==> config.mk <==
export PLATFORM = sky130hd
export DESIGN_NAME = cct_timer
export DESIGN_NICKNAME = d
export VERILOG_FILES = /design/src/hdl/cct_pkg.sv /design/src/hdl/cct_prescaler.sv /design/src/hdl/cct_timer.sv
export SDC_FILE = /design/constraint.sdc
export NUM_CORES = 1
export LEC_CHECK = 0
export ABC_AREA = 1
export BUFFER_PORTS_ARGS = -buffer_cell sky130_fd_sc_hd__clkbuf_2
export CORE_MARGIN = 4
export CORE_UTILIZATION = 31
export DETAILED_ROUTE_END_ITERATION = 8
export PLACE_DENSITY = 0.47
export SKIP_LAST_GASP = 1
export SLEW_MARGIN = 15
export SYNTH_ARGS = -nofsm -noshare
export SYNTH_HDL_FRONTEND = slang
export SYNTH_SLANG_ARGS = --single-unit
==> constraint.sdc <==
create_clock -name clock -period 3.1 [get_ports clock]
set_input_delay 0.465 -clock clock [delete_from_list [all_inputs] [get_ports clock]]
set_output_delay 0.465 -clock clock [all_outputs]
set_load 0.03 [all_outputs]
==> src/hdl/cct_pkg.sv <==
// Constants, register map and field layout for the cascaded compare timer.
// Assumes a 32-bit APB master; every register sits in the low byte of an aligned word.
//
// Contract
// - Upper select: 0xx overflow, 1xx internal clocks
// - Lower select: 0xx event, 100-110 prescaler clocks
// - Lower select 111 counts subclock divided four
// - Overflow flag bit 7 sets on overflow
// - Match flag bit 6 sets on compare equal
// - Bit 5 gates overflow interrupt requests
// - Bit 4 clears counter on compare match
// - Upper byte counts lower-half overflows when cascaded
// - Two compare bytes form 16-bit match value
// - Enable two bit 3 gates timer requests
// - Request two bit 3 flags timer request
// - Upper select top bit zero: one 16-bit timer
// - Reset: counter zero, compare ones, controls zero
// - Overflow request needs both enables set
// - 16-bit access upper first through temporary latch

package cct_pkg;

	// ----------------------------------------
	// Bus geometry
	// ----------------------------------------
	localparam int ADDR_W = 18;
	localparam int INDEX_W = 16;
	localparam int DATA_W = 32;
	localparam int BYTE_W = 8;
	localparam int CNT_W = 16;

	// ----------------------------------------
	// Register indices, byte address is four times the index
	// ----------------------------------------
	localparam logic [INDEX_W-1:0] IDX_TIMER_CONTROL = 16'hffb6;
	localparam logic [INDEX_W-1:0] IDX_TIMER_CONTROL_STATUS = 16'hffb7;
	localparam logic [INDEX_W-1:0] IDX_COUNTER_HIGH_BYTE = 16'hffb8;
	localparam logic [INDEX_W-1:0] IDX_COUNTER_LOW_BYTE = 16'hffb9;
	localparam logic [INDEX_W-1:0] IDX_COMPARE_HIGH_BYTE = 16'hffba;
	localparam logic [INDEX_W-1:0] IDX_COMPARE_LOW_BYTE = 16'hffbb;
	localparam logic [INDEX_W-1:0] IDX_EVENT_STATUS = 16'hffc0;
	localparam logic [INDEX_W-1:0] IDX_EVENT_CLEAR = 16'hffc1;
	localparam logic [INDEX_W-1:0] IDX_EVENT_ENABLE = 16'hffc2;
	localparam logic [INDEX_W-1:0] IDX_INTERRUPT_ENABLE_TWO = 16'hfff4;
	localparam logic [INDEX_W-1:0] IDX_INTERRUPT_REQUEST_TWO = 16'hfff7;

	typedef enum logic [3:0] {
		CCT_REG_NONE,
		CCT_REG_CTRL,
		CCT_REG_CSR,
		CCT_REG_CNT_HI,
		CCT_REG_CNT_LO,
		CCT_REG_CMP_HI,
		CCT_REG_CMP_LO,
		CCT_REG_EV_STAT,
		CCT_REG_EV_CLR,
		CCT_REG_EV_EN,
		CCT_REG_IEN2,
		CCT_REG_IRQ2
	} cct_reg_e;

	// ----------------------------------------
	// Field layout
	// ----------------------------------------
	localparam int SEL_W = 3;
	localparam int HIGH_SEL_LSB = 4;
	localparam int LOW_SEL_LSB = 0;
	localparam int OVF_FLAG_BIT = 7;
	localparam int MATCH_FLAG_BIT = 6;
	localparam int OVF_IE_BIT = 5;
	localparam int CLR_MATCH_BIT = 4;
	localparam int TIMER_IE_BIT = 3;
	localparam int TIMER_REQ_BIT = 3;
	localparam int SEL_TOP_BIT = 2;

	localparam logic [SEL_W-1:0] SEL_DIV32 = 3'h4;
	localparam logic [SEL_W-1:0] SEL_DIV16 = 3'h5;
	localparam logic [SEL_W-1:0] SEL_DIV4 = 3'h6;
	localparam logic [SEL_W-1:0] SEL_SUB4 = 3'h7;

	// Event status layout
	localparam int EV_W = 3;
	localparam int EV_OVF = 0;
	localparam int EV_MATCH = 1;
	localparam int EV_REQ = 2;

	// ----------------------------------------
	// Reset values
	// ----------------------------------------
	localparam logic [CNT_W-1:0] COUNTER_RESET = 16'h0000;
	localparam logic [CNT_W-1:0] COMPARE_RESET = 16'hffff;
	localparam logic [BYTE_W-1:0] BYTE_ZERO = 8'h00;
	localparam logic [BYTE_W-1:0] BYTE_ONE = 8'h01;
	localparam logic [BYTE_W-1:0] BYTE_FULL = 8'hff;
	localparam logic [SEL_W-1:0] SEL_RESET = 3'h0;
	localparam logic [EV_W-1:0] EV_RESET = 3'h0;

	// ----------------------------------------
	// Prescaler
	// ----------------------------------------
	localparam int PRE_W = 5;
	localparam logic [PRE_W-1:0] PRE_MASK_DIV4 = 5'h03;
	localparam logic [PRE_W-1:0] PRE_MASK_DIV16 = 5'h0f;
	localparam logic [PRE_W-1:0] PRE_MASK_DIV32 = 5'h1f;
	localparam logic [PRE_W-1:0] PRE_RESET = 5'h00;
	localparam logic [PRE_W-1:0] PRE_ONE = 5'h01;
	localparam int SUB_W = 2;
	localparam logic [SUB_W-1:0] SUB_LAST = 2'h3;
	localparam logic [SUB_W-1:0] SUB_RESET = 2'h0;
	localparam logic [SUB_W-1:0] SUB_ONE = 2'h1;

endpackage

==> src/hdl/cct_prescaler.sv <==
// Clock-enable generator for the cascaded compare timer.
// Assumes sub_clock is a slow level synchronous to clock.
`timescale 1ns/100ps
`default_nettype none

module cct_prescaler
	import cct_pkg::*;
(
	input wire logic clock,
	input wire logic rst_n,
	input wire logic sub_clock,
	output logic tick_div4,
	output logic tick_div16,
	output logic tick_div32,
	output logic tick_sub4
);

	logic [PRE_W-1:0] pre_reg;
	logic [SUB_W-1:0] sub_cnt_reg;
	logic sub_prev_reg;
	logic sub_rise;

	// ----------------------------------------
	// System clock divider
	// ----------------------------------------
	always_ff @(posedge clock) begin
		if (!rst_n) begin
			pre_reg <= PRE_RESET;
		end else begin
			pre_reg <= pre_reg + PRE_ONE;
		end
	end

	assign tick_div4 = (pre_reg & PRE_MASK_DIV4) == PRE_MASK_DIV4;
	assign tick_div16 = (pre_reg & PRE_MASK_DIV16) == PRE_MASK_DIV16;
	assign tick_div32 = (pre_reg & PRE_MASK_DIV32) == PRE_MASK_DIV32;

	// ----------------------------------------
	// Subclock divided by four, one pulse per fourth rising edge
	// ----------------------------------------
	assign sub_rise = sub_clock && !sub_prev_reg;

	always_ff @(posedge clock) begin
		if (!rst_n) begin
			sub_prev_reg <= 1'b0;
			sub_cnt_reg <= SUB_RESET;
		end else begin
			sub_prev_reg <= sub_clock;
			if (sub_rise) begin
				sub_cnt_reg <= sub_cnt_reg + SUB_ONE;
			end
		end
	end

	assign tick_sub4 = sub_rise && (sub_cnt_reg == SUB_LAST);

endmodule

`default_nettype wire

==> src/hdl/cct_timer.sv <==
// Cascaded 16-bit compare timer with an APB register slave and interrupt.
// Assumes one 100 MHz clock; ext_event and sub_clock are synchronous levels.
`timescale 1ns/100ps
`default_nettype none

module cct_timer
	import cct_pkg::*;
(
	input wire logic clock,
	input wire logic rst_n,
	input wire logic psel,
	input wire logic penable,
	input wire logic pwrite,
	input wire logic [ADDR_W-1:0] paddr,
	input wire logic [DATA_W-1:0] pwdata,
	output logic [DATA_W-1:0] prdata,
	output logic pready,
	output logic pslverr,
	input wire logic ext_event,
	input wire logic sub_clock,
	output logic irq
);

	// ----------------------------------------
	// Functions
	// ----------------------------------------
	function automatic cct_reg_e reg_decode(input logic [ADDR_W-1:0] addr);
		cct_reg_e sel;
		sel = CCT_REG_NONE;
		if (addr[1:0] == 2'h0) begin
			unique case (addr[ADDR_W-1:2])
				IDX_TIMER_CONTROL: sel = CCT_REG_CTRL;
				IDX_TIMER_CONTROL_STATUS: sel = CCT_REG_CSR;
				IDX_COUNTER_HIGH_BYTE: sel = CCT_REG_CNT_HI;
				IDX_COUNTER_LOW_BYTE: sel = CCT_REG_CNT_LO;
				IDX_COMPARE_HIGH_BYTE: sel = CCT_REG_CMP_HI;
				IDX_COMPARE_LOW_BYTE: sel = CCT_REG_CMP_LO;
				IDX_EVENT_STATUS: sel = CCT_REG_EV_STAT;
				IDX_EVENT_CLEAR: sel = CCT_REG_EV_CLR;
				IDX_EVENT_ENABLE: sel = CCT_REG_EV_EN;
				IDX_INTERRUPT_ENABLE_TWO: sel = CCT_REG_IEN2;
				IDX_INTERRUPT_REQUEST_TWO: sel = CCT_REG_IRQ2;
				default: sel = CCT_REG_NONE;
			endcase
		end
		return sel;
	endfunction

	// Top bit clear picks the alternate source, otherwise a divided clock
	function automatic logic pick_tick(
		input logic [SEL_W-1:0] code,
		input logic alt,
		input logic d32,
		input logic d16,
		input logic d4,
		input logic s4
	);
		logic t;
		t = alt;
		unique case (code)
			SEL_DIV32: t = d32;
			SEL_DIV16: t = d16;
			SEL_DIV4: t = d4;
			SEL_SUB4: t = s4;
			default: t = alt;
		endcase
		return t;
	endfunction

	// ----------------------------------------
	// Declarations
	// ----------------------------------------
	logic [SEL_W-1:0] high_clock_select_reg;
	logic [SEL_W-1:0] low_clock_select_reg;
	logic overflow_flag_reg;
	logic match_flag_reg;
	logic overflow_irq_enable_reg;
	logic clear_on_match_reg;
	logic timer_irq_enable_reg;
	logic timer_irq_request_reg;
	logic [CNT_W-1:0] cascaded_counter_reg;
	logic [CNT_W-1:0] cascaded_counter_next;
	logic [CNT_W-1:0] compare_value_reg;
	logic [BYTE_W-1:0] temp_reg;
	logic [BYTE_W-1:0] snap_reg;
	logic [DATA_W-1:0] prdata_reg;
	logic [EV_W-1:0] ev_status_reg;
	logic [EV_W-1:0] ev_enable_reg;
	logic [EV_W-1:0] ev_set;
	logic ext_prev_reg;
	logic ext_rise;
	logic tick_div4;
	logic tick_div16;
	logic tick_div32;
	logic tick_sub4;
	logic cascaded;
	logic low_tick;
	logic low_ovf;
	logic high_tick;
	logic counter_equal;
	logic match_evt;
	logic ovf_evt;
	logic req_evt;
	logic bus_setup;
	logic bus_access;
	logic wr_en;
	logic rd_en;
	cct_reg_e acc_sel;
	logic [BYTE_W-1:0] wbyte;
	logic [BYTE_W-1:0] rd_byte;

	// ----------------------------------------
	// APB slave, zero wait states
	// ----------------------------------------
	assign acc_sel = reg_decode(paddr);
	assign bus_setup = psel && !penable;
	assign bus_access = psel && penable;
	assign wr_en = bus_access && pwrite && (acc_sel != CCT_REG_NONE);
	assign rd_en = bus_access && !pwrite && (acc_sel != CCT_REG_NONE);
	assign wbyte = pwdata[BYTE_W-1:0];
	assign pready = 1'b1;
	assign pslverr = bus_access && (acc_sel == CCT_REG_NONE);
	assign prdata = prdata_reg;
	assign cascaded = !high_clock_select_reg[SEL_TOP_BIT];

	always_comb begin
		rd_byte = BYTE_ZERO;
		unique case (acc_sel)
			CCT_REG_CTRL: begin
				rd_byte[HIGH_SEL_LSB +: SEL_W] = high_clock_select_reg;
				rd_byte[LOW_SEL_LSB +: SEL_W] = low_clock_select_reg;
			end
			CCT_REG_CSR: begin
				rd_byte[OVF_FLAG_BIT] = overflow_flag_reg;
				rd_byte[MATCH_FLAG_BIT] = match_flag_reg;
				rd_byte[OVF_IE_BIT] = overflow_irq_enable_reg;
				rd_byte[CLR_MATCH_BIT] = clear_on_match_reg;
			end
			CCT_REG_CNT_HI: rd_byte = cascaded_counter_reg[CNT_W-1:BYTE_W];
			CCT_REG_CNT_LO: rd_byte = cascaded ? temp_reg : cascaded_counter_reg[BYTE_W-1:0];
			CCT_REG_CMP_HI: rd_byte = compare_value_reg[CNT_W-1:BYTE_W];
			CCT_REG_CMP_LO: rd_byte = compare_value_reg[BYTE_W-1:0];
			CCT_REG_EV_STAT: rd_byte[EV_W-1:0] = ev_status_reg;
			CCT_REG_EV_EN: rd_byte[EV_W-1:0] = ev_enable_reg;
			CCT_REG_IEN2: rd_byte[TIMER_IE_BIT] = timer_irq_enable_reg;
			CCT_REG_IRQ2: rd_byte[TIMER_REQ_BIT] = timer_irq_request_reg;
			default: rd_byte = BYTE_ZERO;
		endcase
	end

	// Read data and the low-byte snapshot are taken in the setup cycle
	always_ff @(posedge clock) begin
		if (!rst_n) begin
			prdata_reg <= '0;
			snap_reg <= BYTE_ZERO;
		end else if (bus_setup) begin
			prdata_reg <= DATA_W'(rd_byte);
			snap_reg <= cascaded_counter_reg[BYTE_W-1:0];
		end
	end

	// ----------------------------------------
	// Temporary latch for 16-bit byte pairs
	// ----------------------------------------
	always_ff @(posedge clock) begin
		if (!rst_n) begin
			temp_reg <= BYTE_ZERO;
		end else if (cascaded) begin
			if (wr_en && (acc_sel == CCT_REG_CNT_HI || acc_sel == CCT_REG_CMP_HI)) begin
				temp_reg <= wbyte;
			end else if (rd_en && acc_sel == CCT_REG_CNT_HI) begin
				temp_reg <= snap_reg;
			end
		end
	end

	// ----------------------------------------
	// Control registers
	// ----------------------------------------
	always_ff @(posedge clock) begin
		if (!rst_n) begin
			high_clock_select_reg <= SEL_RESET;
			low_clock_select_reg <= SEL_RESET;
		end else if (wr_en && acc_sel == CCT_REG_CTRL) begin
			high_clock_select_reg <= wbyte[HIGH_SEL_LSB +: SEL_W];
			low_clock_select_reg <= wbyte[LOW_SEL_LSB +: SEL_W];
		end
	end

	always_ff @(posedge clock) begin
		if (!rst_n) begin
			overflow_irq_enable_reg <= 1'b0;
			clear_on_match_reg <= 1'b0;
		end else if (wr_en && acc_sel == CCT_REG_CSR) begin
			overflow_irq_enable_reg <= wbyte[OVF_IE_BIT];
			clear_on_match_reg <= wbyte[CLR_MATCH_BIT];
		end
	end

	always_ff @(posedge clock) begin
		if (!rst_n) begin
			timer_irq_enable_reg <= 1'b0;
		end else if (wr_en && acc_sel == CCT_REG_IEN2) begin
			timer_irq_enable_reg <= wbyte[TIMER_IE_BIT];
		end
	end

	// ----------------------------------------
	// Count sources
	// ----------------------------------------
	cct_prescaler u_prescaler (
		.clock(clock),
		.rst_n(rst_n),
		.sub_clock(sub_clock),
		.tick_div4(tick_div4),
		.tick_div16(tick_div16),
		.tick_div32(tick_div32),
		.tick_sub4(tick_sub4)
	);

	always_ff @(posedge clock) begin
		if (!rst_n) begin
			ext_prev_reg <= 1'b0;
		end else begin
			ext_prev_reg <= ext_event;
		end
	end

	assign ext_rise = ext_event && !ext_prev_reg;

	// Code 011 is not a legal setting; it behaves as the alternate source
	assign low_tick = pick_tick(low_clock_select_reg, ext_rise, tick_div32, tick_div16, tick_div4,
		tick_sub4);
	assign low_ovf = low_tick && (cascaded_counter_reg[BYTE_W-1:0] == BYTE_FULL);
	assign high_tick = pick_tick(high_clock_select_reg, low_ovf, tick_div32, tick_div16, tick_div4,
		tick_sub4);

	// ----------------------------------------
	// Compare and overflow events
	// ----------------------------------------
	assign counter_equal = cascaded_counter_reg == compare_value_reg;

	// A compare low write or a counter low write in the same cycle masks the match event
	assign match_evt = low_tick && counter_equal && !(wr_en && acc_sel == CCT_REG_CMP_LO)
		&& !(wr_en && acc_sel == CCT_REG_CNT_LO);
	assign ovf_evt = high_tick && (cascaded_counter_reg[CNT_W-1:BYTE_W] == BYTE_FULL)
		&& !(match_evt && clear_on_match_reg)
		&& !(wr_en && (acc_sel == CCT_REG_CNT_LO || acc_sel == CCT_REG_CNT_HI));
	assign req_evt = timer_irq_enable_reg
		&& (match_evt || (ovf_evt && overflow_irq_enable_reg));

	// ----------------------------------------
	// Counter
	// ----------------------------------------
	always_comb begin
		cascaded_counter_next = cascaded_counter_reg;
		if (low_tick) begin
			cascaded_counter_next[BYTE_W-1:0] = cascaded_counter_reg[BYTE_W-1:0] + BYTE_ONE;
		end
		if (high_tick) begin
			cascaded_counter_next[CNT_W-1:BYTE_W] = cascaded_counter_reg[CNT_W-1:BYTE_W] + BYTE_ONE;
		end
		if (match_evt && clear_on_match_reg) begin
			cascaded_counter_next = COUNTER_RESET;
		end
		if (wr_en && acc_sel == CCT_REG_CNT_LO) begin
			cascaded_counter_next[BYTE_W-1:0] = wbyte;
			if (cascaded) begin
				cascaded_counter_next[CNT_W-1:BYTE_W] = temp_reg;
			end
		end
		if (wr_en && acc_sel == CCT_REG_CNT_HI && !cascaded) begin
			cascaded_counter_next[CNT_W-1:BYTE_W] = wbyte;
		end
	end

	always_ff @(posedge clock) begin
		if (!rst_n) begin
			cascaded_counter_reg <= COUNTER_RESET;
		end else begin
			cascaded_counter_reg <= cascaded_counter_next;
		end
	end

	// ----------------------------------------
	// Compare register
	// ----------------------------------------
	always_ff @(posedge clock) begin
		if (!rst_n) begin
			compare_value_reg <= COMPARE_RESET;
		end else if (wr_en && acc_sel == CCT_REG_CMP_LO) begin
			compare_value_reg[BYTE_W-1:0] <= wbyte;
			if (cascaded) begin
				compare_value_reg[CNT_W-1:BYTE_W] <= temp_reg;
			end
		end else if (wr_en && acc_sel == CCT_REG_CMP_HI && !cascaded) begin
			compare_value_reg[CNT_W-1:BYTE_W] <= wbyte;
		end
	end

	// ----------------------------------------
	// Status flags, set wins over a written zero
	// ----------------------------------------
	always_ff @(posedge clock) begin
		if (!rst_n) begin
			overflow_flag_reg <= 1'b0;
		end else if (ovf_evt) begin
			overflow_flag_reg <= 1'b1;
		end else if (wr_en && acc_sel == CCT_REG_CSR && !wbyte[OVF_FLAG_BIT]) begin
			overflow_flag_reg <= 1'b0;
		end
	end

	always_ff @(posedge clock) begin
		if (!rst_n) begin
			match_flag_reg <= 1'b0;
		end else if (match_evt) begin
			match_flag_reg <= 1'b1;
		end else if (wr_en && acc_sel == CCT_REG_CSR && !wbyte[MATCH_FLAG_BIT]) begin
			match_flag_reg <= 1'b0;
		end
	end

	always_ff @(posedge clock) begin
		if (!rst_n) begin
			timer_irq_request_reg <= 1'b0;
		end else if (req_evt) begin
			timer_irq_request_reg <= 1'b1;
		end else if (wr_en && acc_sel == CCT_REG_IRQ2 && !wbyte[TIMER_REQ_BIT]) begin
			timer_irq_request_reg <= 1'b0;
		end
	end

	// ----------------------------------------
	// Interrupt status, clear and enable
	// ----------------------------------------
	always_comb begin
		ev_set = EV_RESET;
		ev_set[EV_OVF] = ovf_evt;
		ev_set[EV_MATCH] = match_evt;
		ev_set[EV_REQ] = req_evt;
	end

	always_ff @(posedge clock) begin
		if (!rst_n) begin
			ev_status_reg <= EV_RESET;
		end else if (wr_en && acc_sel == CCT_REG_EV_CLR) begin
			ev_status_reg <= (ev_status_reg & ~wbyte[EV_W-1:0]) | ev_set;
		end else begin
			ev_status_reg <= ev_status_reg | ev_set;
		end
	end

	always_ff @(posedge clock) begin
		if (!rst_n) begin
			ev_enable_reg <= EV_RESET;
		end else if (wr_en && acc_sel == CCT_REG_EV_EN) begin
			ev_enable_reg <= wbyte[EV_W-1:0];
		end
	end

	assign irq = |(ev_status_reg & ev_enable_reg);

endmodule

`default_nettype wire

==> results.cfg, run 1 <==
[place]
numPortBuffers = 42
dp_hpwl_um = 14000
pre_cts_ws_ps = 263
gp_congestion = 0.924

[setup_path]
start_kind = flip-flop
worstReg2RegEnd = overflow_flag_reg$_SDFFE_PN0P_
worstSetupEndpointType = flip-flop
cp.required_ps = 3390
cp_cell_sequence = ha_1, nand3_1, inv_1, ha_1, inv_1, nor2_1, nor2_1, o21ai_0, nand3_1, nand2_1, inv_1, o21ai_4, nand4_1, nor2_1, nand3_1, a21oi_1
r2r_cells = 16
reg2reg_from = u_prescaler.pre_reg[0]$_SDFF_PN0_
crit_fanout = 8
cp_slowest_cell = dfxtp_1
crit_type = flip-flop to flip-flop
crit_family = simple AND/OR/NAND/NOR gates
critPathMaxStageDelay_ps = 350
reg2reg_slack_ps = 350
cp.buffers_inverters = 3
cp.arrival_ps = 3040

[clocking]
clkTransAtPathRegs_ps = 70
cts_made_buffers = 9
cts_buffer_depth = 2
cts_resized = 0
cts_tree = yes
post_cts_buffers = 0
cts.sinks = 83
clock_latency_ps = 360
cts_root_buffer = clkbuf_16
htreeDepth = 3
ctsHoldBuffers = 0

[global_routing]
grt_pass1_vias = 5275
grt_max_degree = 43
antenna_found_initial = 0
grtUsageTotal_pct = 18.3
grt_overflow = 0
grt_first_pass_wirelength_um = 28800

[floorplan]
io_pins = 92
core_area_mm2 = 0.0174
start_util_pct = 31.9
num_rows = 48
die_w_um = 142
die_h_um = 142
dieArea_mm2 = 0.0201

[synth]
ys_async_sr_fraction_pct = 0
synth_warnings = 0
synth-simple-area-share_pct = 33.0
synth_commonest_cells = 174 x nand2_1, 99 x inv_1, 84 x nor2_1, 83 x dfxtp_1
synth.area.top_cells = dfxtp_1 30%, nand2_1 12%, inv_1 6.7%
ys_seq_elements = 83
synth_area_mm2 = 0.00556
synth_compound_area_share_pct = 19.4
muxShareOfSynthArea_pct = 0
synth_top_family_by_area = simple AND/OR/NAND/NOR gates
synthDistinctLibCells = 47
synth_xor_area_share_pct = 3.31
yosysSeqAreaShare_pct = 29.9
synthFlopType = dfxtp_1
synth_edf_count = 0
synth_largest_area_cell = dfxtp_1
yosysTopAreaCellShare_pct = 29.9
synthCells = 854
synth_fa_ha_area_share_pct = 1.13
synth.most_common_cell = nand2_1
postSynthAreaPerCell_um2 = 6.51

[timing]
slew_violations = 0
finClkSkew_ps = 9.37
hold_slack_ps = 302
slew_headroom_pct = 63.8
min_period_over_period_pct = 88.9
tightest_slew_ps = 542
finalSetupViolCount = 0
finalHoldViolations = 0
fin_ws_ps = 345
min_period_ps = 2750
rsz0062_at_grt = false
setup_tns_ps = 0
fmax_ghz = 0.363

[route]
vias = 5568
wire_per_inst_um = 16.1
wl_um = 18100
drtIter0Drc = 329
viasPerCell = 4.95
ant_nets = 0
drc = 0
dr.pass1.iters = 5

[power_and_ir_drop]
ir_drop_mv = 0.257
power_density_mw_per_mm2 = 393
power.leakage_nw = 2.77

[outcome]
status = completed

[hold_path]
min_to = u_prescaler.sub_prev_reg$_SDFF_PN0_
min_from = sub_clock
hp-class = primary input to flip-flop
hold_depth = 3

[layout]
drive_gt1_share_pct = 15.8
synthToLayoutAreaGrowth_pct = 12.2
fin_util_pct = 35.8
diodes = 0
nets = 957

[run]
maxCapViolCount = 0
-- logic make-up after synthesis --
kind of cell | Yosys count
adder cells (fa/ha/maj) | 5
AND/OR/NAND/NOR | 391
flip-flops | 83
XOR/XNOR | 21
other | 2
AO/OA/AOI/OAI | 192
buffers and inverters | 160
-- routing by layer --
layer / GRT usage [%] / vias to the layer above / share of wire, %
met5: 0 / - / 0
met4: 5.76 / 0 / 2.0
met3: 3.24 / 26 / 5.2
met2: 30.7 / 149 / 46
met1: 24.0 / 2554 / 46
li1: - / 2839 / -
-- tightest hold or removal path, cell delays in order --
cell,delay (ps)
clkbuf_2,90
nand2_1,40
inv_1,40
-- cell usage in the layout (no fill, tap or decap), drive strengths merged, types with 3 or more instances in the layout --
cell type	n
a211oi	6
a21oi	69
buf	10
clkbuf	53
clkinv	4
conb	25
dfxtp	83
ha	5
inv	114
nand2	196
nand3	54
nand4	22
nor2	99
nor3	9
nor4	4
o211ai	15
o21ai	84
o22ai	14
or2	3
xnor2	7
xor2	14
-- cell type report --
class                           instances  area, um^2
Fill cell                            1965       11200
Clock inverter                          5        60.1
Tap cell                              225         282
Inverter                              115         433
Multi-Input combinational cell        634        3270
Clock buffer                           11         243
Sequential cell                        83        1660
Timing Repair Buffer                   52         285
-- stage by stage --
step	total power, mW	std cells	cell area [um^2]
finish	2.45	1125	6230
global route	2.54	1125	6230
CTS	2.47	1125	6220
detailed placement	1.33	1109	5920
global placement	1.33	1109	5920
floorplan	1.29	877	5650
-- where the power goes --
group          internal [mW]  leakage (nW)  total (mW)  switching (mW)
clock network          0.652         0.147        1.14           0.486
logic                 0.0532          1.95       0.215           0.162
registers               1.08         0.673        1.10          0.0107
total                   1.79          2.77        2.45           0.659
-- how the worst max path moves through the flow --
stage,cells past startpoint,startpoint,slack [ps],end
final,16,u_prescaler.pre_reg[0]$_SDFF_PN0_,350,overflow_flag_reg$_SDFFE_PN0P_
after global routing,18,u_prescaler.pre_reg[0]$_SDFF_PN0_,60,timer_irq_request_reg$_SDFFE_PN0P_
after CTS,18,u_prescaler.pre_reg[0]$_SDFF_PN0_,260,timer_irq_request_reg$_SDFFE_PN0P_
after detailed placement,18,u_prescaler.pre_reg[0]$_SDFF_PN0_,260,timer_irq_request_reg$_SDFFE_PN0P_
after floorplan,10,paddr[11],830,pslverr
after global placement,18,u_prescaler.pre_reg[0]$_SDFF_PN0_,320,timer_irq_request_reg$_SDFFE_PN0P_
Note: power is estimated with default switching activity, not from simulation.
==> inputs of run 2 (changes only) <==
--- a/config.mk
+++ b/config.mk
@@ -7,6 +7,7 @@
 export LEC_CHECK = 0
 export ABC_AREA = 1
 export BUFFER_PORTS_ARGS = -buffer_cell sky130_fd_sc_hd__clkbuf_2
+export CORE_ASPECT_RATIO = 0.8
 export CORE_MARGIN = 4
 export CORE_UTILIZATION = 31
 export DETAILED_ROUTE_END_ITERATION = 8
==> results.cfg, run 2 (synthesis results as in run 1) <==
[outcome]
status = completed

[timing]
finClkSkew_ps = 9.60
fmax_ghz = 0.372
tightest_slew_ps = 656
finalSetupViolCount = 0
slew_headroom_pct = 56.3
setup_tns_ps = 0
min_period_over_period_pct = 86.8
min_period_ps = 2690
rsz0062_at_grt = false
slew_violations = 0
finalHoldViolations = 0

[route]
viasPerCell = 4.93
drtIter0Drc = 467
dr.pass1.iters = 5
drc = 0
wl_um = 18300
vias = 5570
ant_nets = 0
wire_per_inst_um = 16.2

[clocking]
clkTransAtPathRegs_ps = 60
cts_tree = yes
ctsHoldBuffers = 0
cts_made_buffers = 9
cts.sinks = 83
htreeDepth = 3
cts_root_buffer = clkbuf_16
cts_buffer_depth = 2
post_cts_buffers = 0
clock_latency_ps = 350
cts_resized = 0

[power_and_ir_drop]
power_density_mw_per_mm2 = 387
total_power_mw = 2.42
power.leakage_nw = 2.77
internal_power_mw = 1.79
seqPwrFrac_pct = 45.3
p_sw_share_pct = 26.2
clockPowerShare_pct = 45.8
ir_drop_mv = 0.220
power_switching_mw = 0.634
p_comb_share_pct = 9.0

[floorplan]
num_rows = 43
start_util_pct = 31.8
core_area_mm2 = 0.0175
io_pins = 92
die_w_um = 158
dieArea_mm2 = 0.0202
die_h_um = 128

[layout]
final_common_cell = nand2_1
drive_gt1_share_pct = 15.9
synthToLayoutAreaGrowth_pct = 12.3
diodes = 0
nets = 961
final_cell_mix = 174 x nand2_1, 99 x inv_1, 83 x nor2_1, 83 x dfxtp_1

[setup_path]
reg2reg_slack_ps = 410
worstSetupEndpointType = flip-flop
cp_cell_sequence = ha_1, nand3_1, inv_1, ha_1, inv_1, nor2_1, nor2_1, o21ai_0, nand3_1, nand2_1, inv_1, o21ai_2, nand4_1, nor2_1, nand3_1, nand2_1, nand2_1, a21oi_1
start_kind = flip-flop
crit_type = flip-flop to flip-flop
crit_fanout = 6
crit_family = simple AND/OR/NAND/NOR gates
reg2reg_from = u_prescaler.pre_reg[0]$_SDFF_PN0_
critPathMaxStageDelay_ps = 350
cp.arrival_ps = 2970
worstReg2RegEnd = ev_status_reg[2]$_SDFF_PN0_
cp_slowest_cell = dfxtp_1
r2r_cells = 18
cp.required_ps = 3380
cp.buffers_inverters = 3

[global_routing]
grt_pass1_vias = 5043
grt_max_degree = 25
grtUsageTotal_pct = 18.3
busiest_layer = met1
grtUsageMet1_pct = 30.1
grt_use_met2_pct = 23.9
antenna_found_initial = 0
grt_overflow = 0
grt_first_pass_wirelength_um = 28500
grt_use_met3_pct = 3.24

[run]
maxCapViolCount = 0

[place]
dp_hpwl_um = 14400
numPortBuffers = 42
gp_congestion = 0.884

[hold_path]
hold_depth = 3
min_from = sub_clock
min_to = u_prescaler.sub_prev_reg$_SDFF_PN0_
hp-class = primary input to flip-flop
==> run 2: cell types whose count changed in the layout (fill, tap and decap cells not counted) <==
cell        delta
o21ai_2        +1
clkbuf_1       +1
nor4_1         +1
o21ai_4        -1
inv_6          -2
clkinvlp_4     +1
buf_4          +4
nor4_2         -1
==> run 2: stage by stage <==
stage / util (%) / area, um^2 / std cells / hold slack, ps / setup slack (ps)
2_1_floorplan: - / 5650 / 877 / 418 / 831
3_3_place_gp: 34.0 / 5950 / 1113 / 439 / 322
3_5_place_dp: 34.0 / 5950 / 1113 / 441 / 288
4_1_cts: 35.7 / 6240 / 1129 / 309 / 415
5_1_grt: 35.7 / 6240 / 1129 / 329 / 152
6_report: 35.7 / 6240 / 1129 / 314 / 409
==> run 2: how the worst max path moves through the flow <==
stage | start | endpoint | slack (ps) | cells after the start
after global placement | paddr[9] | temp_reg[3]$_SDFFE_PN0P_ | 320 | 18
after global routing | u_prescaler.pre_reg[0]$_SDFF_PN0_ | ev_status_reg[2]$_SDFF_PN0_ | 150 | 18
final | u_prescaler.pre_reg[0]$_SDFF_PN0_ | ev_status_reg[2]$_SDFF_PN0_ | 410 | 18
after floorplan | paddr[11] | pslverr | 830 | 10
after detailed placement | paddr[9] | temp_reg[3]$_SDFFE_PN0P_ | 290 | 18
after CTS | u_prescaler.pre_reg[0]$_SDFF_PN0_ | ev_status_reg[0]$_SDFF_PN0_ | 410 | 16
==> run 2: final cells by class <==
type | count | area [um^2]
fillers | 1956 | 11200
multi-input cells | 634 | 3260
flip-flops and latches | 83 | 1660
inverters | 115 | 433
repair buffers | 56 | 315
well taps | 225 | 282
clock buffers | 12 | 246
clock inverters | 4 | 50.0
==> run 2: power by group through the flow <==
stage | Combinational, mW | Clock [mW] | Sequential [mW]
finish | 0.217 | 1.11 | 1.09
global route | 0.240 | 1.16 | 1.10
CTS | 0.215 | 1.12 | 1.09
detailed placement | 0.214 | 0 | 1.12
global placement | 0.215 | 0 | 1.12
floorplan | 0.162 | 0 | 1.12
==> run 2: worst min-delay path, cell delays in order <==
cell,delay (ps)
clkbuf_2,90
nand2_1,40
inv_1,40
==> run 2: per-layer routing <==
| layer | wire length [um] | vias to the layer above | part of all wire (%) |
|---|---|---|---|
| met3 | 1040 | 23 | 5.7 |
| met2 | 7010 | 168 | 38 |
| met1 | 10000 | 2527 | 55 |
| met4 | 275 | 0 | 1.5 |
| li1 | - | 2852 | - |
| met5 | 0 | - | 0 |
